==> src/logic/txbcp_params.svh <==
// Constants of the transmit buffer command parser: register offsets,
// command word field positions, reset values and storage depths.
// Assumes inclusion by bare name from the package and the design files.
`ifndef TXBCP_PARAMS_SVH
`define TXBCP_PARAMS_SVH

// ****************************************
// Register byte offsets
// ****************************************
`define TXBCP_ADDR_W 5
`define TXBCP_OFS_DATA 5'h00
`define TXBCP_OFS_STAT 5'h04
`define TXBCP_OFS_SPACE 5'h08
`define TXBCP_OFS_FLAGS 5'h0c
`define TXBCP_OFS_LEVEL 5'h10

// ****************************************
// Command word fields
// ****************************************
`define TXBCP_A_IOC 31
`define TXBCP_A_ALIGN_HI 25
`define TXBCP_A_ALIGN_LO 24
`define TXBCP_A_OFS_HI 20
`define TXBCP_A_OFS_LO 16
`define TXBCP_A_FIRST 13
`define TXBCP_A_LAST 12
`define TXBCP_A_SIZE_HI 10
`define TXBCP_B_TAG_HI 31
`define TXBCP_B_TAG_LO 16
`define TXBCP_B_LEN_HI 10
`define TXBCP_ALIGN_16 2'h1
`define TXBCP_ALIGN_32 2'h2

// ****************************************
// Flag bits, space word field, reset value and FIFO address widths
// ****************************************
`define TXBCP_FLAG_ERR 0
`define TXBCP_FLAG_DONE 1
`define TXBCP_FLAG_LEVEL 2
`define TXBCP_SPACE_CNT_LO 16
`define TXBCP_LEVEL_RST 4'h1
`define TXBCP_DFIFO_AW 4
`define TXBCP_SFIFO_AW 3

`endif

==> src/logic/txbcp_pkg.sv <==
// Types shared by the transmit buffer command parser and its FIFO.
// Assumes the constants header is on the include path.
`include "txbcp_params.svh"

package txbcp_pkg;

	typedef enum logic [1:0] {PS_CMDA, PS_CMDB, PS_DATA} txbcp_state_t;

	// One stored data word: payload bytes marked in mask, plus packet status on the last one
	typedef struct packed {
		logic [15:0] tag;
		logic err;
		logic [10:0] cnt;
		logic last;
		logic [3:0] mask;
		logic [31:0] data;
	} txbcp_entry_t;

	localparam int TXBCP_ENTRY_W = $bits(txbcp_entry_t);

endpackage

==> src/logic/txbcp_fifo.sv <==
// Synchronous flip-flop FIFO used for transmit data and transmit status.
// Assumes push and pop come from logic on the same clock.
`timescale 1ns/1ns
`default_nettype none

module txbcp_fifo #(
	parameter int W = 32,
	parameter int AW = 3
) (
	input wire logic clk_i,
	input wire logic resetn_i,
	input wire logic push_i,
	input wire logic [W-1:0] push_data_i,
	input wire logic pop_i,
	output logic [W-1:0] head_o,
	output logic full_o,
	output logic empty_o,
	output logic [AW:0] count_o
);

	localparam int DEPTH = 1 << AW;

	logic [W-1:0] mem_r [DEPTH];
	logic [AW-1:0] wr_r, wr_nxt, rd_r, rd_nxt;
	logic [AW:0] cnt_r, cnt_nxt;
	logic do_push, do_pop;

	always_comb begin
		// A push into a full FIFO is dropped; the caller reports it
		do_push = push_i && (cnt_r != DEPTH[AW:0]);
		do_pop = pop_i && (cnt_r != '0);
		wr_nxt = do_push ? wr_r + 1'b1 : wr_r;
		rd_nxt = do_pop ? rd_r + 1'b1 : rd_r;
		cnt_nxt = cnt_r + {{AW{1'b0}}, do_push} - {{AW{1'b0}}, do_pop};
	end

	always_ff @(posedge clk_i or negedge resetn_i) begin
		if (!resetn_i) begin
			wr_r <= '0;
			rd_r <= '0;
			cnt_r <= '0;
		end else begin
			wr_r <= wr_nxt;
			rd_r <= rd_nxt;
			cnt_r <= cnt_nxt;
		end
	end

	always_ff @(posedge clk_i) begin
		if (do_push) begin
			mem_r[wr_r] <= push_data_i;
		end
	end

	assign head_o = mem_r[rd_r];
	assign full_o = (cnt_r == DEPTH[AW:0]);
	assign empty_o = (cnt_r == '0);
	assign count_o = cnt_r;

endmodule

`default_nettype wire

==> src/logic/txbcp_top.sv <==
// Transmit buffer command parser: takes buffers written over Avalon-MM,
// strips commands, offsets and padding, checks packet consistency and
// hands payload bytes to the transmitter; posts one status word per packet.
// Assumes the transmitter and bus master run on clk_i.
//
// The register addresses and the Avalon-MM interface to the registers were chosen for this implementation.
`timescale 1ns/1ns
`default_nettype none
`include "txbcp_params.svh"

// Contract
// - Each buffer opens with command words A, B
// - Packet boundaries come only from command bits
// - Status word carries the tag from B
// - Differing tags within a packet raise error
// - Delivered byte count differing from length errors
// - Command B must match across packet buffers
// - Bytes before start offset are discarded
// - Later buffers may start on any byte
// - Accept padding words and never transmit them
// - Interrupt-on-completion bit sets buffer loaded flag
// - Push status word after each packet ends
// - Flag when status count reaches programmed level
// - Overfilling the data FIFO raises error
// - Start offset is A bits 20:16
// - A bit 13 first, bit 12 last segment
module txbcp_top
	import txbcp_pkg::*;
(
	input wire logic clk_i,
	input wire logic resetn_i,
	input wire logic [`TXBCP_ADDR_W-1:0] address_i,
	input wire logic read_i,
	input wire logic write_i,
	input wire logic [3:0] byteenable_i,
	input wire logic [31:0] writedata_i,
	output logic [31:0] readdata_o,
	output logic waitrequest_o,
	output logic [7:0] tx_data_o,
	output logic tx_valid_o,
	output logic tx_last_o,
	input wire logic tx_ready_i,
	output logic transmit_error_flag_o,
	output logic buffer_loaded_flag_o,
	output logic stat_level_o
);

	// ****************************************
	// Helpers
	// ****************************************
	// Data words the buffer occupies after command B, padding included
	function automatic logic [9:0] buf_words(input logic [31:0] a);
		logic [11:0] fin;
		logic [11:0] rnd;
		fin = {7'h00, a[`TXBCP_A_OFS_HI:`TXBCP_A_OFS_LO]} + {1'b0, a[`TXBCP_A_SIZE_HI:0]};
		case (a[`TXBCP_A_ALIGN_HI:`TXBCP_A_ALIGN_LO])
			`TXBCP_ALIGN_16: rnd = (fin + 12'h00f) & 12'hff0;
			`TXBCP_ALIGN_32: rnd = (fin + 12'h01f) & 12'hfe0;
			default: rnd = (fin + 12'h003) & 12'hffc;
		endcase
		return rnd[11:2];
	endfunction

	function automatic logic more_above(input logic [3:0] m, input logic [1:0] s);
		return (m >> ({1'b0, s} + 3'h1)) != 4'h0;
	endfunction

	// ****************************************
	// Bus slave
	// ****************************************
	logic wait_r, wait_nxt;
	logic [31:0] rdata_r, rdata_nxt;
	logic err_r, err_nxt, done_r, done_nxt, lvl_r, lvl_nxt;
	logic [3:0] level_r, level_nxt;
	logic take, data_wr, flag_clr, spop;
	logic err_ev, done_ev, ovf_ev, sovf_ev;
	logic [`TXBCP_DFIFO_AW:0] dcount;
	logic [`TXBCP_SFIFO_AW:0] scount;
	logic [31:0] shead;
	logic sempty, sfull;

	always_comb begin
		take = (read_i || write_i) && !wait_r;
		// One wait cycle on every access, then a single ready cycle
		wait_nxt = !((read_i || write_i) && wait_r);
		data_wr = write_i && take && (address_i == `TXBCP_OFS_DATA);
		flag_clr = write_i && take && (address_i == `TXBCP_OFS_FLAGS) && byteenable_i[0];
		spop = read_i && take && (address_i == `TXBCP_OFS_STAT) && !sempty;
		rdata_nxt = rdata_r;
		if (read_i && wait_r) begin
			if (address_i == `TXBCP_OFS_STAT) begin
				rdata_nxt = sempty ? 32'h0000_0000 : shead;
			end else if (address_i == `TXBCP_OFS_SPACE) begin
				rdata_nxt = '0;
				rdata_nxt[`TXBCP_DFIFO_AW:0] = (5'h10 - dcount);
				rdata_nxt[`TXBCP_SPACE_CNT_LO +: `TXBCP_SFIFO_AW+1] = scount;
			end else if (address_i == `TXBCP_OFS_FLAGS) begin
				rdata_nxt = '0;
				rdata_nxt[`TXBCP_FLAG_ERR] = err_r;
				rdata_nxt[`TXBCP_FLAG_DONE] = done_r;
				rdata_nxt[`TXBCP_FLAG_LEVEL] = lvl_r;
			end else if (address_i == `TXBCP_OFS_LEVEL) begin
				rdata_nxt = {28'h0000000, level_r};
			end else begin
				rdata_nxt = 32'h0000_0000;
			end
		end
		level_nxt = level_r;
		if (write_i && take && (address_i == `TXBCP_OFS_LEVEL) && byteenable_i[0]) begin
			level_nxt = writedata_i[3:0];
		end
		// Write one to clear; a new event in the same cycle keeps the flag set
		err_nxt = (err_r && !(flag_clr && writedata_i[`TXBCP_FLAG_ERR])) || err_ev;
		done_nxt = (done_r && !(flag_clr && writedata_i[`TXBCP_FLAG_DONE])) || done_ev;
		lvl_nxt = ({1'b0, scount} >= {1'b0, level_r});
	end

	always_ff @(posedge clk_i or negedge resetn_i) begin
		if (!resetn_i) begin
			wait_r <= 1'b1;
			rdata_r <= '0;
			err_r <= 1'b0;
			done_r <= 1'b0;
			lvl_r <= 1'b0;
			level_r <= `TXBCP_LEVEL_RST;
		end else begin
			wait_r <= wait_nxt;
			rdata_r <= rdata_nxt;
			err_r <= err_nxt;
			done_r <= done_nxt;
			lvl_r <= lvl_nxt;
			level_r <= level_nxt;
		end
	end

	// ****************************************
	// Command parser
	// ****************************************
	txbcp_state_t state_r, state_nxt;
	logic [31:0] cmda_r, cmda_nxt, pktb_r, pktb_nxt;
	logic in_pkt_r, in_pkt_nxt, perr_r, perr_nxt, hit_r, hit_nxt;
	logic [10:0] cnt_r, cnt_nxt;
	logic [11:0] pos_r, pos_nxt;
	logic [9:0] words_r, words_nxt;
	txbcp_entry_t ent, dhead;
	logic dpush, dfull, dempty, dpop;
	logic buf_end, bad, hit, lastseg;
	logic [10:0] c, len;
	logic [11:0] p, lo, hi;

	always_comb begin
		state_nxt = state_r;
		cmda_nxt = cmda_r;
		pktb_nxt = pktb_r;
		in_pkt_nxt = in_pkt_r;
		perr_nxt = perr_r;
		hit_nxt = hit_r;
		cnt_nxt = cnt_r;
		pos_nxt = pos_r;
		words_nxt = words_r;
		ent = '0;
		dpush = 1'b0;
		done_ev = 1'b0;
		ovf_ev = 1'b0;
		buf_end = 1'b0;
		bad = 1'b0;
		hit = hit_r;
		c = cnt_r;
		p = '0;
		len = pktb_r[`TXBCP_B_LEN_HI:0];
		lastseg = cmda_r[`TXBCP_A_LAST];
		lo = {7'h00, cmda_r[`TXBCP_A_OFS_HI:`TXBCP_A_OFS_LO]};
		hi = lo + {1'b0, cmda_r[`TXBCP_A_SIZE_HI:0]};
		if (data_wr) begin
			case (state_r)
				PS_CMDA: begin
					cmda_nxt = writedata_i;
					state_nxt = PS_CMDB;
				end
				PS_CMDB: begin
					words_nxt = buf_words(cmda_r);
					pos_nxt = '0;
					state_nxt = PS_DATA;
					if (cmda_r[`TXBCP_A_FIRST]) begin
						bad = in_pkt_r;
						pktb_nxt = writedata_i;
						in_pkt_nxt = 1'b1;
						c = '0;
						hit = 1'b0;
					end else if (!in_pkt_r || (writedata_i != pktb_r)) begin
						bad = 1'b1;
					end
					buf_end = (buf_words(cmda_r) == 10'h000);
				end
				default: begin
					for (int j = 0; j < 4; j++) begin
						p = pos_r + 12'(j);
						// Offset bytes and padding fall outside lo..hi
						if ((p >= lo) && (p < hi)) begin
							if (hit || (c == len)) begin
								bad = 1'b1;
							end else begin
								ent.mask[j] = 1'b1;
								c = c + 11'h001;
								if (lastseg && (c == len)) begin
									hit = 1'b1;
									ent.last = 1'b1;
								end
							end
						end
					end
					pos_nxt = pos_r + 12'h004;
					words_nxt = words_r - 10'h001;
					buf_end = (words_r == 10'h001);
				end
			endcase
			len = pktb_nxt[`TXBCP_B_LEN_HI:0];
			if (buf_end) begin
				state_nxt = PS_CMDA;
				done_ev = cmda_r[`TXBCP_A_IOC];
				if (lastseg) begin
					bad = bad || (c != len) || !in_pkt_nxt;
					// A short packet still closes, possibly with an empty word
					ent.last = ent.last || (!hit && in_pkt_nxt);
					in_pkt_nxt = 1'b0;
					hit = 1'b1;
				end
			end
			ent.data = writedata_i;
			ent.cnt = c;
			ent.err = perr_r || bad;
			ent.tag = pktb_nxt[`TXBCP_B_TAG_HI:`TXBCP_B_TAG_LO];
			dpush = (state_r == PS_DATA || buf_end) && ((ent.mask != 4'h0) || ent.last);
			ovf_ev = dpush && dfull;
			perr_nxt = (state_r == PS_CMDB && cmda_r[`TXBCP_A_FIRST]) ? 1'b0 : perr_r;
			perr_nxt = perr_nxt || bad || ovf_ev;
			cnt_nxt = c;
			hit_nxt = hit;
		end
	end

	always_ff @(posedge clk_i or negedge resetn_i) begin
		if (!resetn_i) begin
			state_r <= PS_CMDA;
			cmda_r <= '0;
			pktb_r <= '0;
			in_pkt_r <= 1'b0;
			perr_r <= 1'b0;
			hit_r <= 1'b0;
			cnt_r <= '0;
			pos_r <= '0;
			words_r <= '0;
		end else begin
			state_r <= state_nxt;
			cmda_r <= cmda_nxt;
			pktb_r <= pktb_nxt;
			in_pkt_r <= in_pkt_nxt;
			perr_r <= perr_nxt;
			hit_r <= hit_nxt;
			cnt_r <= cnt_nxt;
			pos_r <= pos_nxt;
			words_r <= words_nxt;
		end
	end

	assign err_ev = (data_wr && (bad || ovf_ev)) || sovf_ev;

	txbcp_fifo #(.W(TXBCP_ENTRY_W), .AW(`TXBCP_DFIFO_AW)) u_data_fifo (
		.clk_i(clk_i),
		.resetn_i(resetn_i),
		.push_i(dpush),
		.push_data_i(ent),
		.pop_i(dpop),
		.head_o(dhead),
		.full_o(dfull),
		.empty_o(dempty),
		.count_o(dcount)
	);

	// ****************************************
	// Byte unpacker and status posting
	// ****************************************
	logic [1:0] sel_r, sel_nxt;
	logic txv_r, txv_nxt, txl_r, txl_nxt;
	logic [7:0] txd_r, txd_nxt;
	logic [31:0] spend_r, spend_nxt, sword;
	logic spush;

	always_comb begin
		sel_nxt = sel_r;
		txv_nxt = txv_r;
		txl_nxt = txl_r;
		txd_nxt = txd_r;
		spend_nxt = spend_r;
		dpop = 1'b0;
		spush = 1'b0;
		sword = {dhead.tag, dhead.err, 4'h0, dhead.cnt};
		if (txv_r && tx_ready_i) begin
			txv_nxt = 1'b0;
			txl_nxt = 1'b0;
			spush = txl_r;
		end
		if ((!txv_r || tx_ready_i) && !dempty) begin
			if (dhead.mask == 4'h0) begin
				// Status-only word; waits until the output stage is idle
				if (!txv_r) begin
					dpop = 1'b1;
					sel_nxt = 2'h0;
					spush = 1'b1;
					spend_nxt = sword;
				end
			end else begin
				if (dhead.mask[sel_r]) begin
					txv_nxt = 1'b1;
					txd_nxt = dhead.data[{sel_r, 3'b000} +: 8];
					txl_nxt = dhead.last && !more_above(dhead.mask, sel_r);
					if (txl_nxt) begin
						spend_nxt = sword;
					end
				end
				if ((sel_r == 2'h3) || !more_above(dhead.mask, sel_r)) begin
					dpop = 1'b1;
					sel_nxt = 2'h0;
				end else begin
					sel_nxt = sel_r + 2'h1;
				end
			end
		end
	end

	always_ff @(posedge clk_i or negedge resetn_i) begin
		if (!resetn_i) begin
			sel_r <= '0;
			txv_r <= 1'b0;
			txl_r <= 1'b0;
			txd_r <= '0;
			spend_r <= '0;
		end else begin
			sel_r <= sel_nxt;
			txv_r <= txv_nxt;
			txl_r <= txl_nxt;
			txd_r <= txd_nxt;
			spend_r <= spend_nxt;
		end
	end

	assign sovf_ev = spush && sfull;

	txbcp_fifo #(.W(32), .AW(`TXBCP_SFIFO_AW)) u_stat_fifo (
		.clk_i(clk_i),
		.resetn_i(resetn_i),
		.push_i(spush),
		.push_data_i(dpop && (dhead.mask == 4'h0) ? sword : spend_r),
		.pop_i(spop),
		.head_o(shead),
		.full_o(sfull),
		.empty_o(sempty),
		.count_o(scount)
	);

	assign readdata_o = rdata_r;
	assign waitrequest_o = wait_r;
	assign tx_data_o = txd_r;
	assign tx_valid_o = txv_r;
	assign tx_last_o = txl_r;
	assign transmit_error_flag_o = err_r;
	assign buffer_loaded_flag_o = done_r;
	assign stat_level_o = lvl_r;

endmodule

`default_nettype wire

==> config.mk <==
export PLATFORM = sky130hd
export DESIGN_NAME = txbcp_top
export DESIGN_NICKNAME = d
export VERILOG_FILES = /design/src/logic/txbcp_pkg.sv /design/src/logic/txbcp_fifo.sv /design/src/logic/txbcp_top.sv
export VERILOG_INCLUDE_DIRS = /design/src /design/src/logic
export SDC_FILE = /design/constraint.sdc
export NUM_CORES = 2
export LEC_CHECK = 0
export BUFFER_PORTS_ARGS = -buffer_cell sky130_fd_sc_hd__buf_2
export CORE_MARGIN = 2
export CORE_UTILIZATION = 40
export DETAILED_ROUTE_END_ITERATION = 8
export GPL_TIMING_DRIVEN = 0
export PLACE_DENSITY = 0.53
export RECOVER_POWER = 25
export SLEW_MARGIN = 20
export SYNTH_ARGS = -nofsm -noshare
export SYNTH_HDL_FRONTEND = slang
export SYNTH_HIERARCHICAL = 1
export SYNTH_SLANG_ARGS = --single-unit
==> constraint.sdc <==
create_clock -name clk_i -period 39.1 [get_ports clk_i]
set_input_delay 1.955 -clock clk_i [delete_from_list [all_inputs] [get_ports clk_i]]
set_output_delay 1.955 -clock clk_i [all_outputs]
set_load 0.01 [all_outputs]
==> metrics.md <==
| Metric | Value |
|---|---|
| Critical Path RT | 39580 ps |
| Period utilization | 0.315 |
| Setup_tns | 0 ps |
| CTS root buffer | clkbuf_16 |
| Max Buffers Root-to-Sink | 3 |
| Failing checks | max-capacitance violations, max-slew violations |
| Final WL | 196000 um |
| Fillers | 14400 |
| Setup Buffers After CTS | 0 |
| DRC viols | 0 |
| Max_slew headroom | -2.28 |
| Worst hold margin | 479 ps |
| Placer Congestion | 0.863 |
| Initial antenna violation count | 23 |
| Cell Pwr Density | 59.4 nW/um^2 |
| Crit path DAT | 12800 ps |
| Vias in the first global route | 39600 |
| Critical path's top delay family | compound AO/OA/AOI/OAI gates |
| Fin crit period | 12320 ps |
| DR pass1 iterations | 6 |
| Buf+Inv Stages, Crit Path | 14 |
| Setup crit end kind | flop |
| Overall routing resource usage | 0.232 |
| DR vias/cell | 5.75 |
| Gate Count Post-Synth | 4198 |
| CTS sink cnt | 1488 |
| Worst skew pair latency | 800 ps |
| Setup violators final | 0 |
| Antenna viol nets, final | 0 |
| Multi-input logic area | 21500 sq um |
| Max layer used | met5 |
| Ys Warns | 6 |
| Largest net degree at the start of global routing | 82 |
| Seq cells post-synth | 1488 |
| Vias | 39900 |
| DIE HEIGHT | 412 um |
| Critical path peak fanout | 10 |
| Met3 wire length | 11700 um |
| Post-synth EDFFs | 1296 |
| Clk_skew | 29.8 ps |
| IO buf count | 88 |
| RSZ-0062 raised after global routing | no |
| Hpwl dp | 139000 um |
| Area delta synth->final | 15.8% |
| CTS Buf Count | 157 |
| Status | finished with violations |
| Max Fclk | 81.2 MHz |
| Average cell area after synthesis | 15.9 sq um |
| Main synth FF type | edfxtp_1 |
| Peak VDD IR | 57.8 uV |
| First-pass GRT wire length | 284000 um |
| Width of the die | 412 um |
| Async S/R FF share, synth | 0.129 |
| Seq/Total Area, Yosys | 0.657 |
| Initial Util | 0.403 |
| Slew @ Worst Pin | 4920 ps |
| Resize count post-CTS | 0 |
| Row count | 149 |
| Register area | 43700 sq um |
| Core area | 165000 sq um |
| HP Class | flop to flop |
| Total power | 4.58 mW |
| Worst path max stage delay | 700 ps |
| Share of post-route cells with drive strength above 1 | 0.211 |
| CP dominant cell by count | buf_4 |
| MaxCap Viol Count | 3 |
| GR Overflow Total | 0 |
| Hold Buf Count CTS | 0 |
| Worst setup path category | flop to flop |
| CTS tree | yes |
| Netlist cell types | 141 |
| Clock Pin Slew Worst Setup and Hold Paths | 60 ps |
| H-tree depth | 4 |
| Routed WL per cell | 28.3 um |
| Drt first-iter violations | 3995 |
| M1 wire length | 86300 um |
| CP Launch Type | flop |
| Final nets | 4725 |
| Slew Viols, Final | 197 |
| Post-Syn Area | 66600 sq um |
| WL met2 | 93600 um |
| Leakage power | 27.1 nW |
| Slowest stage cell on the critical path | nor3_2 |
| Total die area | 170000 sq um |
| Final Hold Vio Count | 0 |
| IO Pins | 92 |
## cell usage after synthesis (all sizes together), types with 17 or more instances
| cell type | instances | area share |
|---|---|---|
| inv | 66 | 0.0037 |
| ha | 61 | 0.011 |
| a31oi | 17 | 0.0017 |
| a221oi | 137 | 0.021 |
| nand4 | 29 | 0.0027 |
| nand3 | 66 | 0.0051 |
| xor2 | 56 | 0.0075 |
| buf | 121 | 0.015 |
| a22oi | 82 | 0.0092 |
| a21oi | 98 | 0.0076 |
| o21ai | 189 | 0.014 |
| mux2 | 149 | 0.025 |
| a21o | 27 | 0.0031 |
| xnor2 | 114 | 0.016 |
| nor2 | 147 | 0.0085 |
| nand2 | 293 | 0.017 |
| clkbuf | 124 | 0.0077 |
| and2 | 44 | 0.0042 |
| o211ai | 24 | 0.0030 |
| nand2b | 20 | 0.0019 |
| and3 | 20 | 0.0019 |
| edfxtp | 1296 | 0.58 |
| nor4 | 27 | 0.0029 |
| mux2i | 272 | 0.041 |
| o31ai | 17 | 0.0023 |
| mux4 | 203 | 0.070 |
| nor3 | 59 | 0.0049 |
| dfrtp | 190 | 0.071 |
| a211oi | 17 | 0.0021 |
## routing by layer
metal	vias up	global-route usage
met4	2	0.0554
met5	-	0
met2	1366	0.377
met3	258	0.0352
li1	17500	-
met1	20800	0.327
## cells by family (layout without fill, tap and decap cells)
kind of cell	count (synthesis)	in the layout	share of synthesized area
adder cells (fa/ha/maj)	68	68	0.0130
AO/OA/AOI/OAI	740	740	0.0840
XOR/XNOR	176	176	0.0255
other	1	36	0.0000563
buffers and inverters	311	825	0.0261
flip-flops	1488	1488	0.657
AND/OR/NAND/NOR	790	790	0.0590
multiplexers	624	624	0.136
## per-stage QoR
step	cells	area, sq um	utilization	worst slack, ps
6_report	6936	77100	0.467	26780
5_1_grt	6933	77100	0.467	26050
4_1_cts	6932	77300	0.468	26820
3_5_place_dp	6645	72200	0.437	26910
3_3_place_gp	6506	69900	0.423	17640
2_1_floorplan	4229	66700	-	26270
## placed cells by master (no fill, tap or decap), types with 16 or more instances in the layout
cell type and n:
dfrtp_1 190, buf_2 79, nand2b_1 20, nand4_1 29, conb_1 32, clkinv_2 21
nand3_1 64, clkbuf_16 161, o211ai_1 22, buf_6 63, a21oi_1 81, nor2_4 16
xor2_1 55, a21oi_2 16, and3_1 19, ha_1 61, edfxtp_1 1296, buf_12 33
and2_1 22, o21ai_0 180, a21o_1 26, clkinv_1 32, a221oi_2 33, nor2_1 117
inv_1 66, clkbuf_1 207, a22oi_1 82, mux2i_1 272, xnor2_1 107, nor4_1 24
nor3_1 46, and2_0 19, buf_16 23, buf_4 78, mux2_2 144, mux4_2 183
mux4_1 20, nand2_1 290, a221oi_1 104
## registers in the layout (all words and copies together) (netlist names), 2 cells and up
signal               count
level_r                  4
u_data_fifo/mem_r     1040
tx_data_o                8
cmda_r                  21
u_stat_fifo/mem_r      256
u_data_fifo/count_o      5
u_stat_fifo/rd_r         3
spend_r                 28
u_data_fifo/wr_r         4
cnt_r                   11
u_data_fifo/rd_r         4
readdata_o              32
pos_r                   10
u_stat_fifo/count_o      4
words_r                 10
u_stat_fifo/wr_r         3
pktb_r                  32
sel_r                    2
state_r                  2
## power by group
part	switching (mW)	total, mW	internal [mW]
Sequential	0.0380	1.84	1.80
Combinational	0.799	1.26	0.465
Clock	0.624	1.48	0.857
## path summary, 6_finish.rpt
check                               start                  endpoint  slack, ps  cells after the start
hold / removal             readdata_o[30]            readdata_o[30]        480                      2
max in group asynchronous        resetn_i               spend_r[22]      30870                      2
setup / recovery               cmda_r[16]  u_data_fifo/mem_r[0][21]      26780                     45
setup reg to reg               cmda_r[16]  u_data_fifo/mem_r[0][21]      26780                     45
min in group asynchronous        resetn_i                  cnt_r[5]       2270                      1
hold reg to reg            readdata_o[30]            readdata_o[30]        480                      2
## tightest hold or removal path, cell delays in order (launching register included)
cell     delay (ps)
dfrtp_1         340
nand2_1          40
o21ai_0          60
## final cells by class
class / count / share of cell area
Inverter: 66 / 0.00321
Tap cell: 2189 / 0.0355
Sequential cell: 1488 / 0.567
Timing Repair Buffer: 227 / 0.0299
Antenna cell: 4 / 0.000130
Buffer: 245 / 0.0193
Clock inverter: 83 / 0.0105
Multi-Input combinational cell: 2430 / 0.279
Clock buffer: 204 / 0.0558
Power figures use the tool's default switching activity.
